===== config.mk =====
export PLATFORM = sky130hd
export DESIGN_NAME = tgw_gateway_flat
export DESIGN_NICKNAME = d
export VERILOG_FILES = /design/src/core/tgw_pkg.sv /design/src/core/tgw_link_if.sv /design/src/core/tgw_gateway.sv /design/src/flat_wrapper.sv
export SDC_FILE = /design/constraint.sdc
export NUM_CORES = 1
export LEC_CHECK = 0
export BUFFER_PORTS_ARGS = -buffer_cell sky130_fd_sc_hd__buf_4
export CAP_MARGIN = 20
export CELL_PAD_IN_SITES_DETAIL_PLACEMENT = 0
export CELL_PAD_IN_SITES_GLOBAL_PLACEMENT = 1
export CORE_ASPECT_RATIO = 0.75
export CORE_UTILIZATION = 47
export DETAILED_ROUTE_END_ITERATION = 6
export GPL_ROUTABILITY_DRIVEN = 1
export PLACE_DENSITY_LB_ADDON = 0.1
export SLEW_MARGIN = 0
export SYNTH_ARGS = -nofsm -noshare
export SYNTH_HDL_FRONTEND = slang
export SYNTH_SLANG_ARGS = --single-unit

===== constraint.sdc =====
create_clock -name core_clk -period 11 [get_ports core_clk]
set_clock_uncertainty 0.1 [all_clocks]
set_input_delay 2.2 -clock core_clk [delete_from_list [all_inputs] [get_ports core_clk]]
set_output_delay 2.2 -clock core_clk [all_outputs]
set_load 0.1 [all_outputs]

===== src/core/tgw_pkg.sv =====
// constants and types shared by the thread gateway ends
// Behaviour
// - writeback bit0: 1 event, 0 timeout
// - signal records event for matching monitors
// - signal wakes matching threads with waits
// - identifier from bits 23:0 only
// - stop request clears sender's monitoring
// - thread exit also clears monitoring
// - notify barrier threads once all signalled
// - barrier inactive at allocation and completion
// - barrier allocated at dispatch, freed after exits
// - thread awaits barrier completion before exiting
// - thread signals barrier then waits completion
// - receiver watches, waits, then checks semaphore
// - signaller updates memory atomically before signalling
// - exit drops tracking, decrements use counts
// - zero use count frees the resource
// - one monitor per thread, new clears recorded
// - wait answered on event or immediately if recorded
// - timeout bits 9:0 times 1024 clocks
// - preemption ends outstanding waits with timeout
package tgw_pkg;
  localparam int NUM_THREADS = 8;
  localparam int TID_W = 3;
  localparam int NUM_BARRIERS = 4;
  localparam int BID_W = 2;
  localparam int EVID_W = 24;
  localparam int DW_W = 32;
  localparam int TMO_W = 10;
  localparam int TMO_UNIT_CLKS = 1024;
  localparam int TICK_W = 10;
  localparam int CNT_W = 4;
  localparam logic [TICK_W-1:0] TICK_LAST = TICK_W'(TMO_UNIT_CLKS - 1);
  localparam logic [TMO_W-1:0] TMO_MIN_LEGAL = 10'h002;
  localparam logic [CNT_W-1:0] CNT_ZERO = 4'h0;
  localparam logic [CNT_W-1:0] CNT_ONE = 4'h1;
  localparam int WB_EVENT_BIT = 0;
  typedef enum logic [2:0] {
    TGW_OP_NONE = 3'h0,
    TGW_OP_WATCH = 3'h1,
    TGW_OP_WAIT = 3'h2,
    TGW_OP_SIGNAL = 3'h3,
    TGW_OP_STOP = 3'h4,
    TGW_OP_BARRIER = 3'h5,
    TGW_OP_EXIT = 3'h6
  } tgw_op_e;
endpackage


===== src/core/tgw_link_if.sv =====
// request and answer channel between threads and the gateway
`timescale 1ns/100ps
`default_nettype none
interface tgw_link_if;
  import tgw_pkg::*;
  logic req_valid;
  logic req_ready;
  tgw_op_e req_op;
  logic [TID_W-1:0] req_tid;
  logic [DW_W-1:0] req_dw0;
  logic wb_valid;
  logic [TID_W-1:0] wb_tid;
  logic [DW_W-1:0] wb_dw0;
  logic [NUM_THREADS-1:0] bar_done;
  modport gateway (input req_valid, req_op, req_tid, req_dw0,
                   output req_ready, wb_valid, wb_tid, wb_dw0, bar_done);
  modport threads (output req_valid, req_op, req_tid, req_dw0,
                   input req_ready, wb_valid, wb_tid, wb_dw0, bar_done);
endinterface
`default_nettype wire


===== src/core/tgw_gateway.sv =====
// gateway end: event monitors, waits, barriers and use counts
`timescale 1ns/100ps
`default_nettype none
module tgw_gateway
  import tgw_pkg::*;
(
  input wire logic core_clk,
  input wire logic srst,
  tgw_link_if.gateway link,
  input wire logic dispatch_valid,
  input wire logic [BID_W-1:0] dispatch_bar,
  input wire logic [NUM_THREADS-1:0] dispatch_threads,
  input wire logic preempt,
  output logic [NUM_BARRIERS-1:0] bar_free,
  output logic slm_free
);
  logic [EVID_W-1:0] mon_id_reg [NUM_THREADS];
  logic [EVID_W-1:0] mon_id_next [NUM_THREADS];
  logic [NUM_THREADS-1:0] mon_on_reg, mon_on_next;
  logic [NUM_THREADS-1:0] rec_reg, rec_next;
  logic [NUM_THREADS-1:0] wait_reg, wait_next;
  logic [TMO_W-1:0] tmo_reg [NUM_THREADS];
  logic [TMO_W-1:0] tmo_next [NUM_THREADS];
  logic [NUM_THREADS-1:0] wb_ev_reg, wb_ev_next;
  logic [NUM_THREADS-1:0] wb_pend_reg, wb_pend_next;
  logic [TICK_W-1:0] tick_reg, tick_next;
  logic [NUM_THREADS-1:0] bar_mem_reg [NUM_BARRIERS];
  logic [NUM_THREADS-1:0] bar_mem_next [NUM_BARRIERS];
  logic [NUM_THREADS-1:0] bar_sig_reg [NUM_BARRIERS];
  logic [NUM_THREADS-1:0] bar_sig_next [NUM_BARRIERS];
  logic [CNT_W-1:0] bar_cnt_reg [NUM_BARRIERS];
  logic [CNT_W-1:0] bar_cnt_next [NUM_BARRIERS];
  logic [NUM_BARRIERS-1:0] bar_act_reg, bar_act_next;
  logic [CNT_W-1:0] slm_cnt_reg, slm_cnt_next;
  logic [NUM_THREADS-1:0] done_reg, done_next;
  logic wb_valid_reg, wb_valid_next;
  logic [TID_W-1:0] wb_tid_reg, wb_tid_next;
  logic wb_bit_reg, wb_bit_next;
  logic [NUM_BARRIERS-1:0] bar_free_reg, bar_free_next;
  logic slm_free_reg, slm_free_next;

  function automatic logic [CNT_W-1:0] popcnt(input logic [NUM_THREADS-1:0] v);
    logic [CNT_W-1:0] c;
    c = CNT_ZERO;
    for (int i = 0; i < NUM_THREADS; i++) begin
      c = c + CNT_W'(v[i]);
    end
    return c;
  endfunction

  function automatic logic [CNT_W-1:0] dec_sat(input logic [CNT_W-1:0] c);
    return (c == CNT_ZERO) ? CNT_ZERO : c - CNT_ONE;
  endfunction

  tgw_op_e op;
  logic take;
  logic [TID_W-1:0] tid;
  logic [EVID_W-1:0] ev_id;
  logic unit_tick;
  logic wb_found;

  assign link.req_ready = 1'b1;
  assign take = link.req_valid;
  assign op = link.req_op;
  assign tid = link.req_tid;
  assign ev_id = link.req_dw0[EVID_W-1:0];
  assign unit_tick = (tick_reg == TICK_LAST);

  always_comb begin
    mon_id_next = mon_id_reg;
    mon_on_next = mon_on_reg;
    rec_next = rec_reg;
    wait_next = wait_reg;
    tmo_next = tmo_reg;
    wb_ev_next = wb_ev_reg;
    wb_pend_next = wb_pend_reg;
    tick_next = unit_tick ? '0 : tick_reg + TICK_W'(1);
    bar_mem_next = bar_mem_reg;
    bar_sig_next = bar_sig_reg;
    bar_cnt_next = bar_cnt_reg;
    bar_act_next = bar_act_reg;
    slm_cnt_next = slm_cnt_reg;
    done_next = '0;
    wb_valid_next = 1'b0;
    wb_tid_next = wb_tid_reg;
    wb_bit_next = wb_bit_reg;
    wb_found = 1'b0;
    // timeouts count in units of 1024 clocks, first unit may be short
    for (int t = 0; t < NUM_THREADS; t++) begin
      if (wait_reg[t] && (preempt || (unit_tick && tmo_reg[t] <= TMO_W'(1)))) begin
        wait_next[t] = 1'b0;
        wb_pend_next[t] = 1'b1;
        wb_ev_next[t] = 1'b0;
      end else if (wait_reg[t] && unit_tick) begin
        tmo_next[t] = tmo_reg[t] - TMO_W'(1);
      end
    end
    if (take) begin
      unique case (op)
        TGW_OP_WATCH: begin
          mon_id_next[tid] = ev_id;
          mon_on_next[tid] = 1'b1;
          rec_next[tid] = 1'b0;
        end
        TGW_OP_WAIT: begin
          if (rec_reg[tid]) begin
            rec_next[tid] = 1'b0;
            wb_pend_next[tid] = 1'b1;
            wb_ev_next[tid] = 1'b1;
          end else begin
            wait_next[tid] = 1'b1;
            tmo_next[tid] = link.req_dw0[TMO_W-1:0];
          end
        end
        TGW_OP_SIGNAL: begin
          for (int t = 0; t < NUM_THREADS; t++) begin
            if (mon_on_reg[t] && mon_id_reg[t] == ev_id) begin
              if (wait_next[t]) begin
                wait_next[t] = 1'b0;
                wb_pend_next[t] = 1'b1;
                wb_ev_next[t] = 1'b1;
              end else begin
                rec_next[t] = 1'b1;
              end
            end
          end
        end
        TGW_OP_STOP: begin
          mon_on_next[tid] = 1'b0;
          rec_next[tid] = 1'b0;
        end
        TGW_OP_BARRIER: begin
          for (int b = 0; b < NUM_BARRIERS; b++) begin
            if (bar_act_reg[b] && bar_mem_reg[b][tid]) begin
              bar_sig_next[b][tid] = 1'b1;
            end
          end
        end
        TGW_OP_EXIT: begin
          mon_on_next[tid] = 1'b0;
          rec_next[tid] = 1'b0;
          wait_next[tid] = 1'b0;
          slm_cnt_next = dec_sat(slm_cnt_reg);
          for (int b = 0; b < NUM_BARRIERS; b++) begin
            if (bar_mem_reg[b][tid]) begin
              bar_mem_next[b][tid] = 1'b0;
              bar_sig_next[b][tid] = 1'b0;
              bar_cnt_next[b] = dec_sat(bar_cnt_reg[b]);
              if (bar_cnt_reg[b] == CNT_ONE) begin
                bar_act_next[b] = 1'b0;
              end
            end
          end
        end
        default: begin
        end
      endcase
    end
    // completion once every member has signalled; state back to idle
    for (int b = 0; b < NUM_BARRIERS; b++) begin
      if (bar_act_reg[b] && bar_mem_reg[b] != '0 && bar_sig_reg[b] == bar_mem_reg[b]) begin
        done_next = done_next | bar_mem_reg[b];
        bar_sig_next[b] = '0;
      end
    end
    if (dispatch_valid && !bar_act_reg[dispatch_bar]) begin
      bar_act_next[dispatch_bar] = 1'b1;
      bar_mem_next[dispatch_bar] = dispatch_threads;
      bar_sig_next[dispatch_bar] = '0;
      bar_cnt_next[dispatch_bar] = popcnt(dispatch_threads);
      // builds on any exit decrement taken in the same cycle
      slm_cnt_next = slm_cnt_next + popcnt(dispatch_threads);
    end
    // one writeback per clock, lowest thread first
    for (int t = 0; t < NUM_THREADS; t++) begin
      if (wb_pend_reg[t] && !wb_found) begin
        wb_found = 1'b1;
        wb_pend_next[t] = 1'b0;
        wb_valid_next = 1'b1;
        wb_tid_next = TID_W'(t);
        wb_bit_next = wb_ev_reg[t];
      end
    end
    for (int b = 0; b < NUM_BARRIERS; b++) begin
      bar_free_next[b] = !bar_act_next[b];
    end
    slm_free_next = (slm_cnt_next == CNT_ZERO);
  end

  always_ff @(posedge core_clk) begin
    if (srst) begin
      for (int t = 0; t < NUM_THREADS; t++) begin
        mon_id_reg[t] <= '0;
        tmo_reg[t] <= '0;
      end
      for (int b = 0; b < NUM_BARRIERS; b++) begin
        bar_mem_reg[b] <= '0;
        bar_sig_reg[b] <= '0;
        bar_cnt_reg[b] <= CNT_ZERO;
      end
      mon_on_reg <= '0;
      rec_reg <= '0;
      wait_reg <= '0;
      wb_ev_reg <= '0;
      wb_pend_reg <= '0;
      tick_reg <= '0;
      bar_act_reg <= '0;
      slm_cnt_reg <= CNT_ZERO;
      done_reg <= '0;
      wb_valid_reg <= 1'b0;
      wb_tid_reg <= '0;
      wb_bit_reg <= 1'b0;
      bar_free_reg <= '1;
      slm_free_reg <= 1'b1;
    end else begin
      mon_id_reg <= mon_id_next;
      tmo_reg <= tmo_next;
      bar_mem_reg <= bar_mem_next;
      bar_sig_reg <= bar_sig_next;
      bar_cnt_reg <= bar_cnt_next;
      mon_on_reg <= mon_on_next;
      rec_reg <= rec_next;
      wait_reg <= wait_next;
      wb_ev_reg <= wb_ev_next;
      wb_pend_reg <= wb_pend_next;
      tick_reg <= tick_next;
      bar_act_reg <= bar_act_next;
      slm_cnt_reg <= slm_cnt_next;
      done_reg <= done_next;
      wb_valid_reg <= wb_valid_next;
      wb_tid_reg <= wb_tid_next;
      wb_bit_reg <= wb_bit_next;
      bar_free_reg <= bar_free_next;
      slm_free_reg <= slm_free_next;
    end
  end

  assign link.wb_valid = wb_valid_reg;
  assign link.wb_tid = wb_tid_reg;
  assign link.wb_dw0 = {{(DW_W-1){1'b0}}, wb_bit_reg};
  assign link.bar_done = done_reg;
  assign bar_free = bar_free_reg;
  assign slm_free = slm_free_reg;
endmodule
`default_nettype wire


===== src/flat_wrapper.sv =====
// flat-port wrapper written by rule: the top's interface ports become plain ports
module tgw_gateway_flat import tgw_pkg::*;
  (core_clk, srst, dispatch_valid, dispatch_bar, dispatch_threads, preempt, bar_free, slm_free, link_req_valid, link_req_op, link_req_tid, link_req_dw0, link_req_ready, link_wb_valid, link_wb_tid, link_wb_dw0, link_bar_done);
  tgw_link_if link_i ();
  input wire logic core_clk;
  input wire logic srst;
  input wire logic dispatch_valid;
  input wire logic [BID_W-1:0] dispatch_bar;
  input wire logic [NUM_THREADS-1:0] dispatch_threads;
  input wire logic preempt;
  output logic [NUM_BARRIERS-1:0] bar_free;
  output logic slm_free;
  input wire logic [$bits(link_i.req_valid)-1:0] link_req_valid;
  input wire logic [$bits(link_i.req_op)-1:0] link_req_op;
  input wire logic [$bits(link_i.req_tid)-1:0] link_req_tid;
  input wire logic [$bits(link_i.req_dw0)-1:0] link_req_dw0;
  output wire logic [$bits(link_i.req_ready)-1:0] link_req_ready;
  output wire logic [$bits(link_i.wb_valid)-1:0] link_wb_valid;
  output wire logic [$bits(link_i.wb_tid)-1:0] link_wb_tid;
  output wire logic [$bits(link_i.wb_dw0)-1:0] link_wb_dw0;
  output wire logic [$bits(link_i.bar_done)-1:0] link_bar_done;
  assign link_i.req_valid = link_req_valid;
  assign link_i.req_op = link_req_op;
  assign link_i.req_tid = link_req_tid;
  assign link_i.req_dw0 = link_req_dw0;
  assign link_req_ready = link_i.req_ready;
  assign link_wb_valid = link_i.wb_valid;
  assign link_wb_tid = link_i.wb_tid;
  assign link_wb_dw0 = link_i.wb_dw0;
  assign link_bar_done = link_i.bar_done;
  tgw_gateway u_core (.core_clk(core_clk), .srst(srst), .link(link_i), .dispatch_valid(dispatch_valid), .dispatch_bar(dispatch_bar), .dispatch_threads(dispatch_threads), .preempt(preempt), .bar_free(bar_free), .slm_free(slm_free));
endmodule

Word level (Yosys, flattened, before mapping)
Cells that the tools add are included.
- logic and storage cells: 487
- input port bits: 53
- output and inout port bits: 50
- register bits: 428
- multiplexer cells: 215
- equal/unequal tests: 40
- reductions and logical operators: 110
- $lt $le $gt $ge: 16
- bitwise logic cells: 28
- add/sub/neg operators: 22
- operators with widths (kind ; number):
    two-way mux 80 bit ; 3
    two-way mux 8 bit ; 28
    bitwise mux 192 bit ; 1
    equality test 24 bit ; 8
    two-way mux 10 bit ; 17
    two-way mux 32 bit ; 5
    two-way mux 1 bit ; 112
    bitwise AND 8 bit ; 11
    bitwise OR 8 bit ; 11
    bitwise mux 80 bit ; 1
    less-or-equal comparator 10 x 1 -> 1 bit, second input constant ; 8
    subtractor 10 x 1 -> 10 bit, second input constant ; 8
    demux 24 bit (select 3 bit) ; 1
    two-way mux 4 bit ; 16
    case mux 32 bit (2 select lines) ; 1
    logical AND 1 bit ; 56
    two-way mux 16 bit ; 3
    case mux 8 bit (2 select lines) ; 3
    case mux 8 bit (3 select lines) ; 2
    AND reduction 5 bit ; 8
    nonzero test 8 bit ; 5
    bitwise AND 32 bit ; 1
    bitwise mux 32 bit ; 1
    equality test 8 bit ; 4
    43 further kinds ; 117

Logic depth before layout (Yosys ltp)
Gate-level depths: netlist of the first run.
- depth in word-level cells: 22
- gate-level depth with buffers: 16
- gate-level depth less buffers: 16

Worst setup path before layout of the first run
OpenSTA, ideal clock, no wires.
- kind: input to register
- start point: input port dispatch_threads[0]
- end point: register u_core.slm_free_reg (netlist: u_core.slm_free)
- buffers on the path: 0
- arrival: 5.503 ns
- stages on the path: 16
- library setup time: 0.114 ns
- slack: 5.283 ns
- required time: 10.786 ns
- path through: ha_1 -> inv_1 -> fa_1 -> fa_1 -> inv_1 -> fa_1 -> inv_1 -> fa_1 -> inv_1 -> ha_1 -> a21o_1 -> a21oi_1 -> xnor2_1 -> nor2_1 -> xor2_1 -> a21o_1
- word-level cells in the longest chain between the ends: 10
- RTL lines (item ; RTL line ; source):
    start: declaration ; flat_wrapper.sv:9 ; input wire logic [NUM_THREADS-1:0] dispatch_threads;
    adder 1 x 1 -> 2 bit ; tgw_gateway.sv:46 ; c = c + CNT_W'(v[i]);
    adder 4 x 1 -> 4 bit (6 in a row) ; tgw_gateway.sv:46 ;
    adder 4 bit ; tgw_gateway.sv:172 ; slm_cnt_next = slm_cnt_next + popcnt(dispatch_threads);
    two-way mux 4 bit ; tgw_gateway.sv:166 ; if (dispatch_valid && !bar_act_reg[dispatch_bar]) begin
    logical NOT 4 bit ; tgw_gateway.sv:187 ; slm_free_next = (slm_cnt_next == CNT_ZERO);
    end signal: assignment ; tgw_gateway.sv:234 ; slm_free_reg <= slm_free_next;
    end: declaration ; tgw_gateway.sv:40 ; logic slm_free_reg, slm_free_next;
No other way between the ends.
A chain may end at the register's enable or synchronous reset.

Final worst setup path of the first run
Same ends and word-level chain as after synthesis.

==> results of run 1 <==
## cell type report
class	count	area, sq um	area share
clock buffers	62	1260	0.0537
well taps	586	733	0.0313
clock inverters	14	153	0.00651
repair buffers	85	643	0.0274
inverters	41	154	0.00656
multi-input cells	2033	11900	0.509
flip-flops and latches	428	8570	0.365
## critical path, delay by kind of cell
| kind | cells | cell delay [ns] |
|---|---|---|
| compound gates | 2 | 0.36 |
| fa+ha+maj | 6 | 2.19 |
| xor+xnor | 3 | 0.95 |
| buf+inv | 4 | 0.33 |
| simple gates | 1 | 0.07 |
## per-layer routing
metal,global-route usage,vias to the layer above
met5,0,-
met4,0.0689,0
met3,0.0358,82
met2,0.404,500
met1,0.399,8971
li1,-,9119
## final timing paths
kind / from / end / depth (start not counted)
max: dispatch_threads[0] / u_core.slm_free / 16
min: u_core.tick_reg[0] / u_core.tick_reg[0] / 1
max reg2reg: u_core.tmo_reg[76] / u_core.tmo_reg[75] / 6
min reg2reg: u_core.tick_reg[0] / u_core.tick_reg[0] / 1
## cell families after synthesis
| logic type | count (synthesis) |
|---|---|
| and+or+nand+nor | 1079 |
| AOI/OAI and AO/OA | 573 |
| buffers and inverters | 272 |
| adders and majority gates | 28 |
| muxes | 25 |
| xor gates and xnor gates | 296 |
| DFF | 428 |
| other | 2 |
## power breakdown
part / total [mW] / switching [mW] / internal, mW
sequential: 1.60 / 0.0248 / 1.57
combinational: 0.384 / 0.279 / 0.105
clock: 1.51 / 0.646 / 0.867
total: 3.49 / 0.950 / 2.54
## cell usage after synthesis, types with 13 or more instances
cell type / instances / share of area
inv_1: 40 / 0.0070
nor2b_1: 16 / 0.0046
ha_1: 23 / 0.013
nor3_1: 65 / 0.015
xnor2_1: 144 / 0.059
dfxtp_1: 428 / 0.40
nand2b_1: 18 / 0.0052
buf_1: 19 / 0.0033
a31oi_1: 16 / 0.0046
or3_1: 19 / 0.0055
a22oi_1: 15 / 0.0052
xor2_1: 152 / 0.062
o211ai_1: 26 / 0.0091
nor2_1: 198 / 0.034
and2_1: 17 / 0.0049
nand3b_1: 14 / 0.0049
nand4_1: 43 / 0.012
nand3_1: 55 / 0.013
a311oi_1: 13 / 0.0053
o21ai_0: 35 / 0.0081
a211oi_1: 92 / 0.032
clkbuf_1: 173 / 0.030
nand2_1: 513 / 0.089
a21oi_1: 309 / 0.072
nor4_1: 56 / 0.016
or4_1: 16 / 0.0056
buf_4: 33 / 0.011
## through the flow
step	utilization	std cells	area (sq um)	worst slack (ns)	hold WS, ns
after floorplan	-	2733	21700	5.28	0.330
after global placement	0.490	3171	22000	4.72	0.343
after detailed placement	0.490	3171	22000	4.69	0.355
after CTS	0.522	3247	23400	5.29	0.367
after global routing	0.522	3249	23500	4.98	0.381
final	0.522	3249	23500	5.27	0.361
==> metrics.cfg, run 1 <==
[status]
outcome=completed

[timing]
worstMarginPinSlew_ns=1.17
max_freq_mhz=175
min_period_ns=5.73
fin_crit_sh=0.521
finalSetupViolCount=0
setup_tns_ns=0
slew_violations=0
rsz0062_at_grt=no
hold_violations=0
slew_headroom=0.215

[yosys]
synth_edf_count=0
synth_top_family_by_area=simple AND/OR/NAND/NOR gates
synthAdderAreaFrac=0.0180
syn_area_sq_um=21500
synth_mux_area_frac=0.0161
synth_ff_type=dfxtp_1
synth_xor_area_frac=0.120
yosys_register_bits=428
yosys_warnings=0
synth-simple-area-share=0.232
synth-async-reset-ratio=0
synth_area_per_cell_sq_um=7.97
syn_inst=2703
ys_types=73
synth_seq_area_share=0.398
synth_compound_area_frac=0.162

[worst_setup_path]
worst-r2r-setup-slack_ns=8.01
cpPeakStageDelay_ns=0.62
path_class=primary input to flop
cp_max_fo=5
cpMostUsedCell=fa_1
crit_arrival_ns=6.09
critPathLaunchType=primary input
critPathCaptureType=flop
crit_chain=buf_4 > ha_1 > inv_1 > fa_1 > fa_1 > inv_1 > fa_1 > inv_1 > fa_1 > xnor2_1 > ha_1 > a21oi_1 > xnor2_1 > nor2_1 > xor2_1 > a21o_1
cpMaxStageDelayCell=xnor2_1
worst-endpoint-required_ns=11.36

[place]
portBuffers=62
place_congestion=0.892
dp_hpwl_mm=41.7

[clock_network]
cts_setup_buffers=0
clkSinkCount=428
cts_inserted_buffers=45
htreeDepth=2
clock_path_buffers=3
clockRootBuffer=clkbuf_16
clkTransAtPathRegs_ns=0.06
cts_tree=built
ctsResizeCount=0
clk_latency_ns=0.58
ctsHoldBuffers=0

[flow_run]
maxCapViolations=0

[drt]
top_layer_used=met4
firstDrtPassIters=5
wl_met1_mm=31.4
num_vias=18700
via_per_inst=5.75
met2WireLength_mm=27.8
drt-total-wl_mm=64.3
wl_per_cell_microns=19.8
ant_nets=0
drc=0
drt_iter0_markers=1566
met3_length_mm=3.84

[die]
coreArea_sq_um=44900
start_util=0.480
row_count=67
die-height_microns=187
die_area_sq_um=46700
io_pins=103
die_x_microns=249

[global_route]
grt_pass1_wl_mm=99.4
grt_max_degree=112
antenna_found_initial=0
grt_pass1_vias=17100
grt_overflow=0
grtUsageTotal=0.268

[final_layout]
num_antenna_cells=0
drive_gt1_frac=0.0729
num-fill-cells=4313
area_growth_pct=8.86
final_common_cell=nand2_1
largest_register_ffs=192
nNetsFinal=2715
mostFrequentLayoutCells=nand2_1 (513), dfxtp_1 (428), a21oi_1 (309)

[power_and_ir_drop]
power.total_mw=3.49
irDropWorstVdd_mv=0.106
p_leak_nw=7.94
p_per_area_nw_per_um2=149

[min_path]
hp-class=flop to flop

Note: power is estimated with default switching activity, not from simulation.
==> run 2: changes to the inputs <==
--- a/config.mk
+++ b/config.mk
@@ -10,7 +10,7 @@
 export CELL_PAD_IN_SITES_DETAIL_PLACEMENT = 0
 export CELL_PAD_IN_SITES_GLOBAL_PLACEMENT = 1
 export CORE_ASPECT_RATIO = 0.75
-export CORE_UTILIZATION = 47
+export CORE_UTILIZATION = 42
 export DETAILED_ROUTE_END_ITERATION = 6
 export GPL_ROUTABILITY_DRIVEN = 1
 export PLACE_DENSITY_LB_ADDON = 0.1
==> constraint.sdc (replaced) <==
create_clock -name core_clk -period 5.1 [get_ports core_clk]
set_clock_uncertainty 0.1 [all_clocks]
set_input_delay 1.02 -clock core_clk [delete_from_list [all_inputs] [get_ports core_clk]]
set_output_delay 1.02 -clock core_clk [all_outputs]
set_load 0.1 [all_outputs]
==> run 2 against run 1 <==
Compared with the run above:
- non-clock buffer count increased by 10
- setup slack lost 4.4 ns
- wire length grew 2.3%
- sequential share of layout area is 0.45 points lower
- critical endpoint unchanged
- critical path type unchanged
- largest cell class unchanged
- sequential power increased by 120%
- first-iteration DRC count grew 14%
- register-to-register slack got worse by 6.0 ns
==> metrics.cfg, run 2 (synthesized netlist as in run 1, its figures left out) <==
[drt]
drt_iter0_markers=1781  ; +14%
wl_per_cell_microns=19.7  ; -0.44%
drt-total-wl_mm=65.8  ; +2.3%
via_per_inst=5.61  ; -2.4%
ant_nets=0  ; unchanged
num_vias=18700  ; +0.37%
firstDrtPassIters=6  ; +1
drc=0  ; unchanged

[final_layout]
mostFrequentLayoutCells=nand2_1 (513), dfxtp_1 (428), a21oi_1 (309)
final_common_cell=nand2_1
fin_area_sq_um=23800  ; +1.2%
multiInputGateArea_sq_um=11900  ; about the same
drive_gt1_frac=0.0772  ; +0.00433
nNetsFinal=2727  ; +0.44%
num-fill-cells=4913  ; +14%
area_growth_pct=10.2
largest_register_ffs=192  ; unchanged
register_area_sq_um=8570  ; unchanged

[clock_network]
ctsResizeCount=0  ; unchanged
ctsHoldBuffers=0  ; unchanged
clkSinkCount=428  ; unchanged
clock_path_buffers=3  ; unchanged
clk_latency_ns=0.58  ; about the same
cts_setup_buffers=0  ; unchanged
cts_tree=built
cts_inserted_buffers=47  ; +4.4%
htreeDepth=2  ; unchanged
clkTransAtPathRegs_ns=0.06  ; about the same
clockRootBuffer=clkbuf_16

[timing]
slew_violations=0  ; unchanged
max_freq_mhz=234
min_period_ns=4.27
fin_crit_sh=0.837
hold_violations=0  ; unchanged
setup_tns_ns=0  ; unchanged
setup_slack_ns=0.833  ; -4.44 ns
slew_headroom=0.236  ; +0.0215
finalSetupViolCount=0  ; unchanged
rsz0062_at_grt=no
worstMarginPinSlew_ns=1.13  ; -0.0438 ns
fin_hold_ws_ns=0.361  ; -0.000171 ns

[flow_run]
maxCapViolations=0  ; unchanged

[worst_setup_path]
critPathLaunchType=primary input
crit_arrival_ns=4.63  ; -1.46 ns
cp_max_fo=5  ; unchanged
critPathCaptureType=flop
path_class=primary input to flop
worst-endpoint-required_ns=5.46  ; -5.90 ns

[status]
outcome=completed

[place]
placed_cell_area_sq_um=22300  ; +0.99%
place_congestion=0.885  ; -0.80%
dp_hpwl_mm=42.8  ; +2.7%
dp_slack_ns=0.268  ; -4.43 ns
portBuffers=62  ; unchanged

[die]
row_count=71  ; +6.0%
die_area_sq_um=52200  ; +12%
coreArea_sq_um=50400  ; +12%
die-height_microns=198  ; +5.7%
die_x_microns=264  ; +5.7%
start_util=0.428  ; -0.0518
io_pins=103  ; unchanged

[power_and_ir_drop]
p_per_area_nw_per_um2=322  ; +120%
p_leak_nw=8.04  ; +1.3%
irDropWorstVdd_mv=0.209  ; +96%

[global_route]
grt_pass1_wl_mm=102  ; +2.3%
grt_overflow=0  ; unchanged
grt_max_degree=126  ; +13%
grtUsageTotal=0.248  ; -0.0197
antenna_found_initial=0  ; unchanged
grt_pass1_vias=17000  ; -0.61%

[min_path]
hp-class=flop to flop

## run 2: critical path, cell delays in order
cell and delay, ns:
buf_4 0.13, ha_1 0.28, inv_1 0.07, fa_1 0.42, fa_1 0.49, inv_1 0.05, fa_1 0.38, inv_1 0.09
fa_1 0.40, inv_1 0.14, ha_1 0.25, a21o_1 0.15, a21oi_1 0.17, xnor2_1 0.16, nor2_1 0.08, xor2_1 0.19
a21o_1 0.17
## run 2: worst paths after layout
kind                  startpoint                     to  slack, ns  cells past startpoint
max          dispatch_threads[0]        u_core.slm_free       0.83                     17
min           u_core.tick_reg[0]     u_core.tick_reg[0]       0.36                      1
max reg2reg   u_core.tmo_reg[36]  u_core.wb_pend_reg[4]       2.02                      6
min reg2reg   u_core.tick_reg[0]     u_core.tick_reg[0]       0.36                      1
## run 2: per-layer routing
layer	up-vias	track usage	routed length [microns]	part of all wire
met2	496	0.366	27800	0.42
met1	9005	0.376	32900	0.50
met4	0	0.0689	1290	0.020
li1	9159	-	-	-
met5	-	0	0	0
met3	82	0.0291	3740	0.057
## run 2: area by class of cell
cell class              count  area share
multi-input cells        2033       0.503
flip-flops and latches    428       0.361
diodes                      1    0.000105
repair buffers             95      0.0319
inverters                  41     0.00648
well taps                 657      0.0346
clock buffers              76      0.0601
clock inverters             9     0.00295
## run 2: power breakdown
group	total, mW	internal (mW)	switching (mW)
logic	0.845	0.236	0.609
clock network	3.34	1.96	1.39
registers	3.45	3.39	0.0565
total	7.64	5.58	2.05
## run 2: stage by stage
stage                     std cells  power, mW  utilization
after floorplan                2733       4.12            -
after global placement         3254       4.35        0.442
after detailed placement       3254       4.36        0.442
after CTS                      3339       7.72        0.471
after global routing           3339       7.92        0.471
final                          3340       7.64        0.472
==> run 3: changes to the inputs <==
--- a/config.mk
+++ b/config.mk
@@ -10,7 +10,7 @@
 export CELL_PAD_IN_SITES_DETAIL_PLACEMENT = 0
 export CELL_PAD_IN_SITES_GLOBAL_PLACEMENT = 1
 export CORE_ASPECT_RATIO = 0.75
-export CORE_UTILIZATION = 42
+export CORE_UTILIZATION = 47
 export DETAILED_ROUTE_END_ITERATION = 6
 export GPL_ROUTABILITY_DRIVEN = 1
 export PLACE_DENSITY_LB_ADDON = 0.1
==> constraint.sdc (replaced) <==
create_clock -name core_clk -period 4 [get_ports core_clk]
set_clock_uncertainty 0.1 [all_clocks]
set_input_delay 0.8 -clock core_clk [delete_from_list [all_inputs] [get_ports core_clk]]
set_output_delay 0.8 -clock core_clk [all_outputs]
set_load 0.1 [all_outputs]
==> run 3 against run 2 <==
Compared with the run above:
- utilization increased by 6.2 points
- largest power group unchanged
- register-to-register slack lost 0.92 ns
- first-iteration DRC count shrank 7.7%
- non-clock buffer count grew 45
==> metrics.cfg, run 3 (synthesized netlist as in run 1, its figures left out) <==
[place]
dp_hpwl_mm=43.1  ; +0.57%
portBuffers=62  ; unchanged
placed_cell_area_sq_um=22500  ; +1.1%
place_congestion=0.876  ; -1.0%

[global_route]
gr-usage-met1=0.410  ; +0.0339
grtUsageTotal=0.274  ; +0.0256
grt_overflow=0  ; unchanged
met2_usage=0.410  ; +0.0438
grt_use_met3=0.0384  ; +0.00931
grt_max_degree=111  ; -12%
grt_pass1_vias=17500  ; +2.7%
antenna_found_initial=2  ; +2
grt_pass1_wl_mm=102  ; +0.10%
grt.busiest_layer=met2

[worst_setup_path]
cp_max_fo=2  ; -3
critPathLaunchType=primary input
reg2regPathDepth=7  ; +1
crit_arrival_ns=4.23  ; -0.40 ns
reg2reg_from=u_core.tick_reg[0]
worst-endpoint-required_ns=4.34  ; -1.12 ns
worst-r2r-setup-slack_ns=1.10  ; -0.92 ns
r2r-end=u_core.tmo_reg[26]
critPathCaptureType=flop
path_class=primary input to flop

[clock_network]
clkSinkCount=428  ; unchanged
ctsResizeCount=0  ; unchanged
clockRootBuffer=clkbuf_16
clock_path_buffers=3  ; unchanged
htreeDepth=2  ; unchanged
cts_inserted_buffers=45  ; -4.3%
cts_setup_buffers=0  ; unchanged
clkTransAtPathRegs_ns=0.06  ; about the same
ctsHoldBuffers=0  ; unchanged
clk_latency_ns=0.57  ; about the same
cts_tree=built

[die]
start_util=0.480  ; +0.0518
die_area_sq_um=46700  ; -11%
die_x_microns=249  ; -5.4%
coreArea_sq_um=44900  ; -11%
row_count=67  ; -5.6%
io_pins=103  ; unchanged
die-height_microns=187  ; -5.4%

[final_layout]
largest_register_ffs=192  ; unchanged
fin_area_sq_um=24000  ; +0.92%
mostFrequentLayoutCells=nand2_1 (513), dfxtp_1 (428), a21oi_1 (308)
num-fill-cells=4203  ; -14%
final_common_cell=nand2_1
drive_gt1_frac=0.0962  ; +0.0190
area_growth_pct=11.2
nNetsFinal=2770  ; +1.6%

[timing]
min_period_ns=3.89
max_freq_mhz=257
finalSetupViolCount=0  ; unchanged
worstMarginPinSlew_ns=0.935  ; -0.195 ns
rsz0062_at_grt=no
fin_crit_sh=0.973
hold_violations=0  ; unchanged
slew_headroom=0.368  ; +0.132
slew_violations=0  ; unchanged

[min_path]
min_from=u_core.mon_id_reg[71]
holdPathStages=2  ; +1
worstHoldEndpoint=u_core.mon_id_reg[71]
hp-class=flop to flop

[power_and_ir_drop]
p_leak_nw=8.24  ; +2.5%
p_per_area_nw_per_um2=404  ; +26%
power.total_mw=9.68  ; +27%
irDropWorstVdd_mv=0.292  ; +40%

[drt]
drc=0  ; unchanged
drt_iter0_markers=1644  ; -7.7%
drt-total-wl_mm=65.4  ; -0.61%
wl_per_cell_microns=19.7  ; +0.23%
ant_nets=0  ; unchanged
firstDrtPassIters=5  ; -1
via_per_inst=5.73  ; +2.1%
num_vias=19000  ; +1.2%

[flow_run]
maxCapViolations=0  ; unchanged

[status]
outcome=completed

-- run 3: cell count changes in the layout (fill, tap and decap cells not counted), moves of 3 or more --
cell      previous run  this run
buf_4               91       137
clkbuf_8            10        13
clkbuf_1            17         8
inv_2                1         4
clkinv_2             8        13
inv_1               40        37
-- run 3: where the power goes --
group / switching (mW) / leakage [nW] / internal, mW
clock: 1.76 / 0.737 / 2.39
sequential: 0.0741 / 3.45 / 4.32
combinational: 0.794 / 4.05 / 0.350
total: 2.63 / 8.24 / 7.06
-- run 3: per-stage QoR --
stage	setup TNS (ns)	utilization	instances	worst slack, ns	hold slack (ns)
6_report	0	0.533	3312	0.108	0.366
5_1_grt	0	0.533	3310	0.00165	0.381
4_1_cts	0	0.533	3310	0.129	0.367
3_5_place_dp	-1.16	0.501	3228	-0.433	0.358
3_3_place_gp	-1.05	0.501	3228	-0.417	0.344
2_1_floorplan	-0.323	-	2733	-0.201	0.330
-- run 3: layer usage --
layer | vias to the layer above | routed length (microns)
met5 | - | 11
met4 | 2 | 1550
met3 | 112 | 4000
met2 | 559 | 27800
met1 | 9067 | 32000
li1 | 9229 | -
-- run 3: how the worst max path moves through the flow --
| stage | from | endpoint | cells after the start |
|---|---|---|---|
| 2_1_floorplan | dispatch_threads[1] | u_core.slm_free | 16 |
| 6_report | dispatch_threads[1] | u_core.slm_free | 17 |
| 3_5_place_dp | dispatch_threads[1] | u_core.slm_free | 17 |
| 5_1_grt | dispatch_threads[1] | u_core.slm_free | 17 |
| 3_3_place_gp | dispatch_threads[1] | u_core.slm_free | 17 |
| 4_1_cts | dispatch_threads[1] | u_core.slm_free | 17 |
-- run 3: area by class of cell --
| cell class | instances | area, sq um | share of cell area |
|---|---|---|---|
| diodes | 2 | 5.00 | 0.000209 |
| clock buffers | 68 | 1390 | 0.0578 |
| clock inverters | 14 | 73.8 | 0.00308 |
| inverters | 41 | 154 | 0.00642 |
| multi-input cells | 2033 | 12000 | 0.499 |
| flip-flops and latches | 428 | 8570 | 0.357 |
| well taps | 586 | 733 | 0.0306 |
| repair buffers | 140 | 1080 | 0.0452 |
-- run 3: worst max-delay path, cell delays in order --
cell and delay [ns]:
buf_4 0.12, ha_4 0.25, inv_2 0.03, fa_1 0.47, fa_1 0.49, inv_1 0.05
fa_2 0.34, inv_2 0.06, fa_1 0.44, inv_2 0.11, ha_4 0.20, a21o_1 0.16
a21oi_2 0.14, xnor2_1 0.12, nor2_1 0.07, xor2_1 0.19, a21o_1 0.17
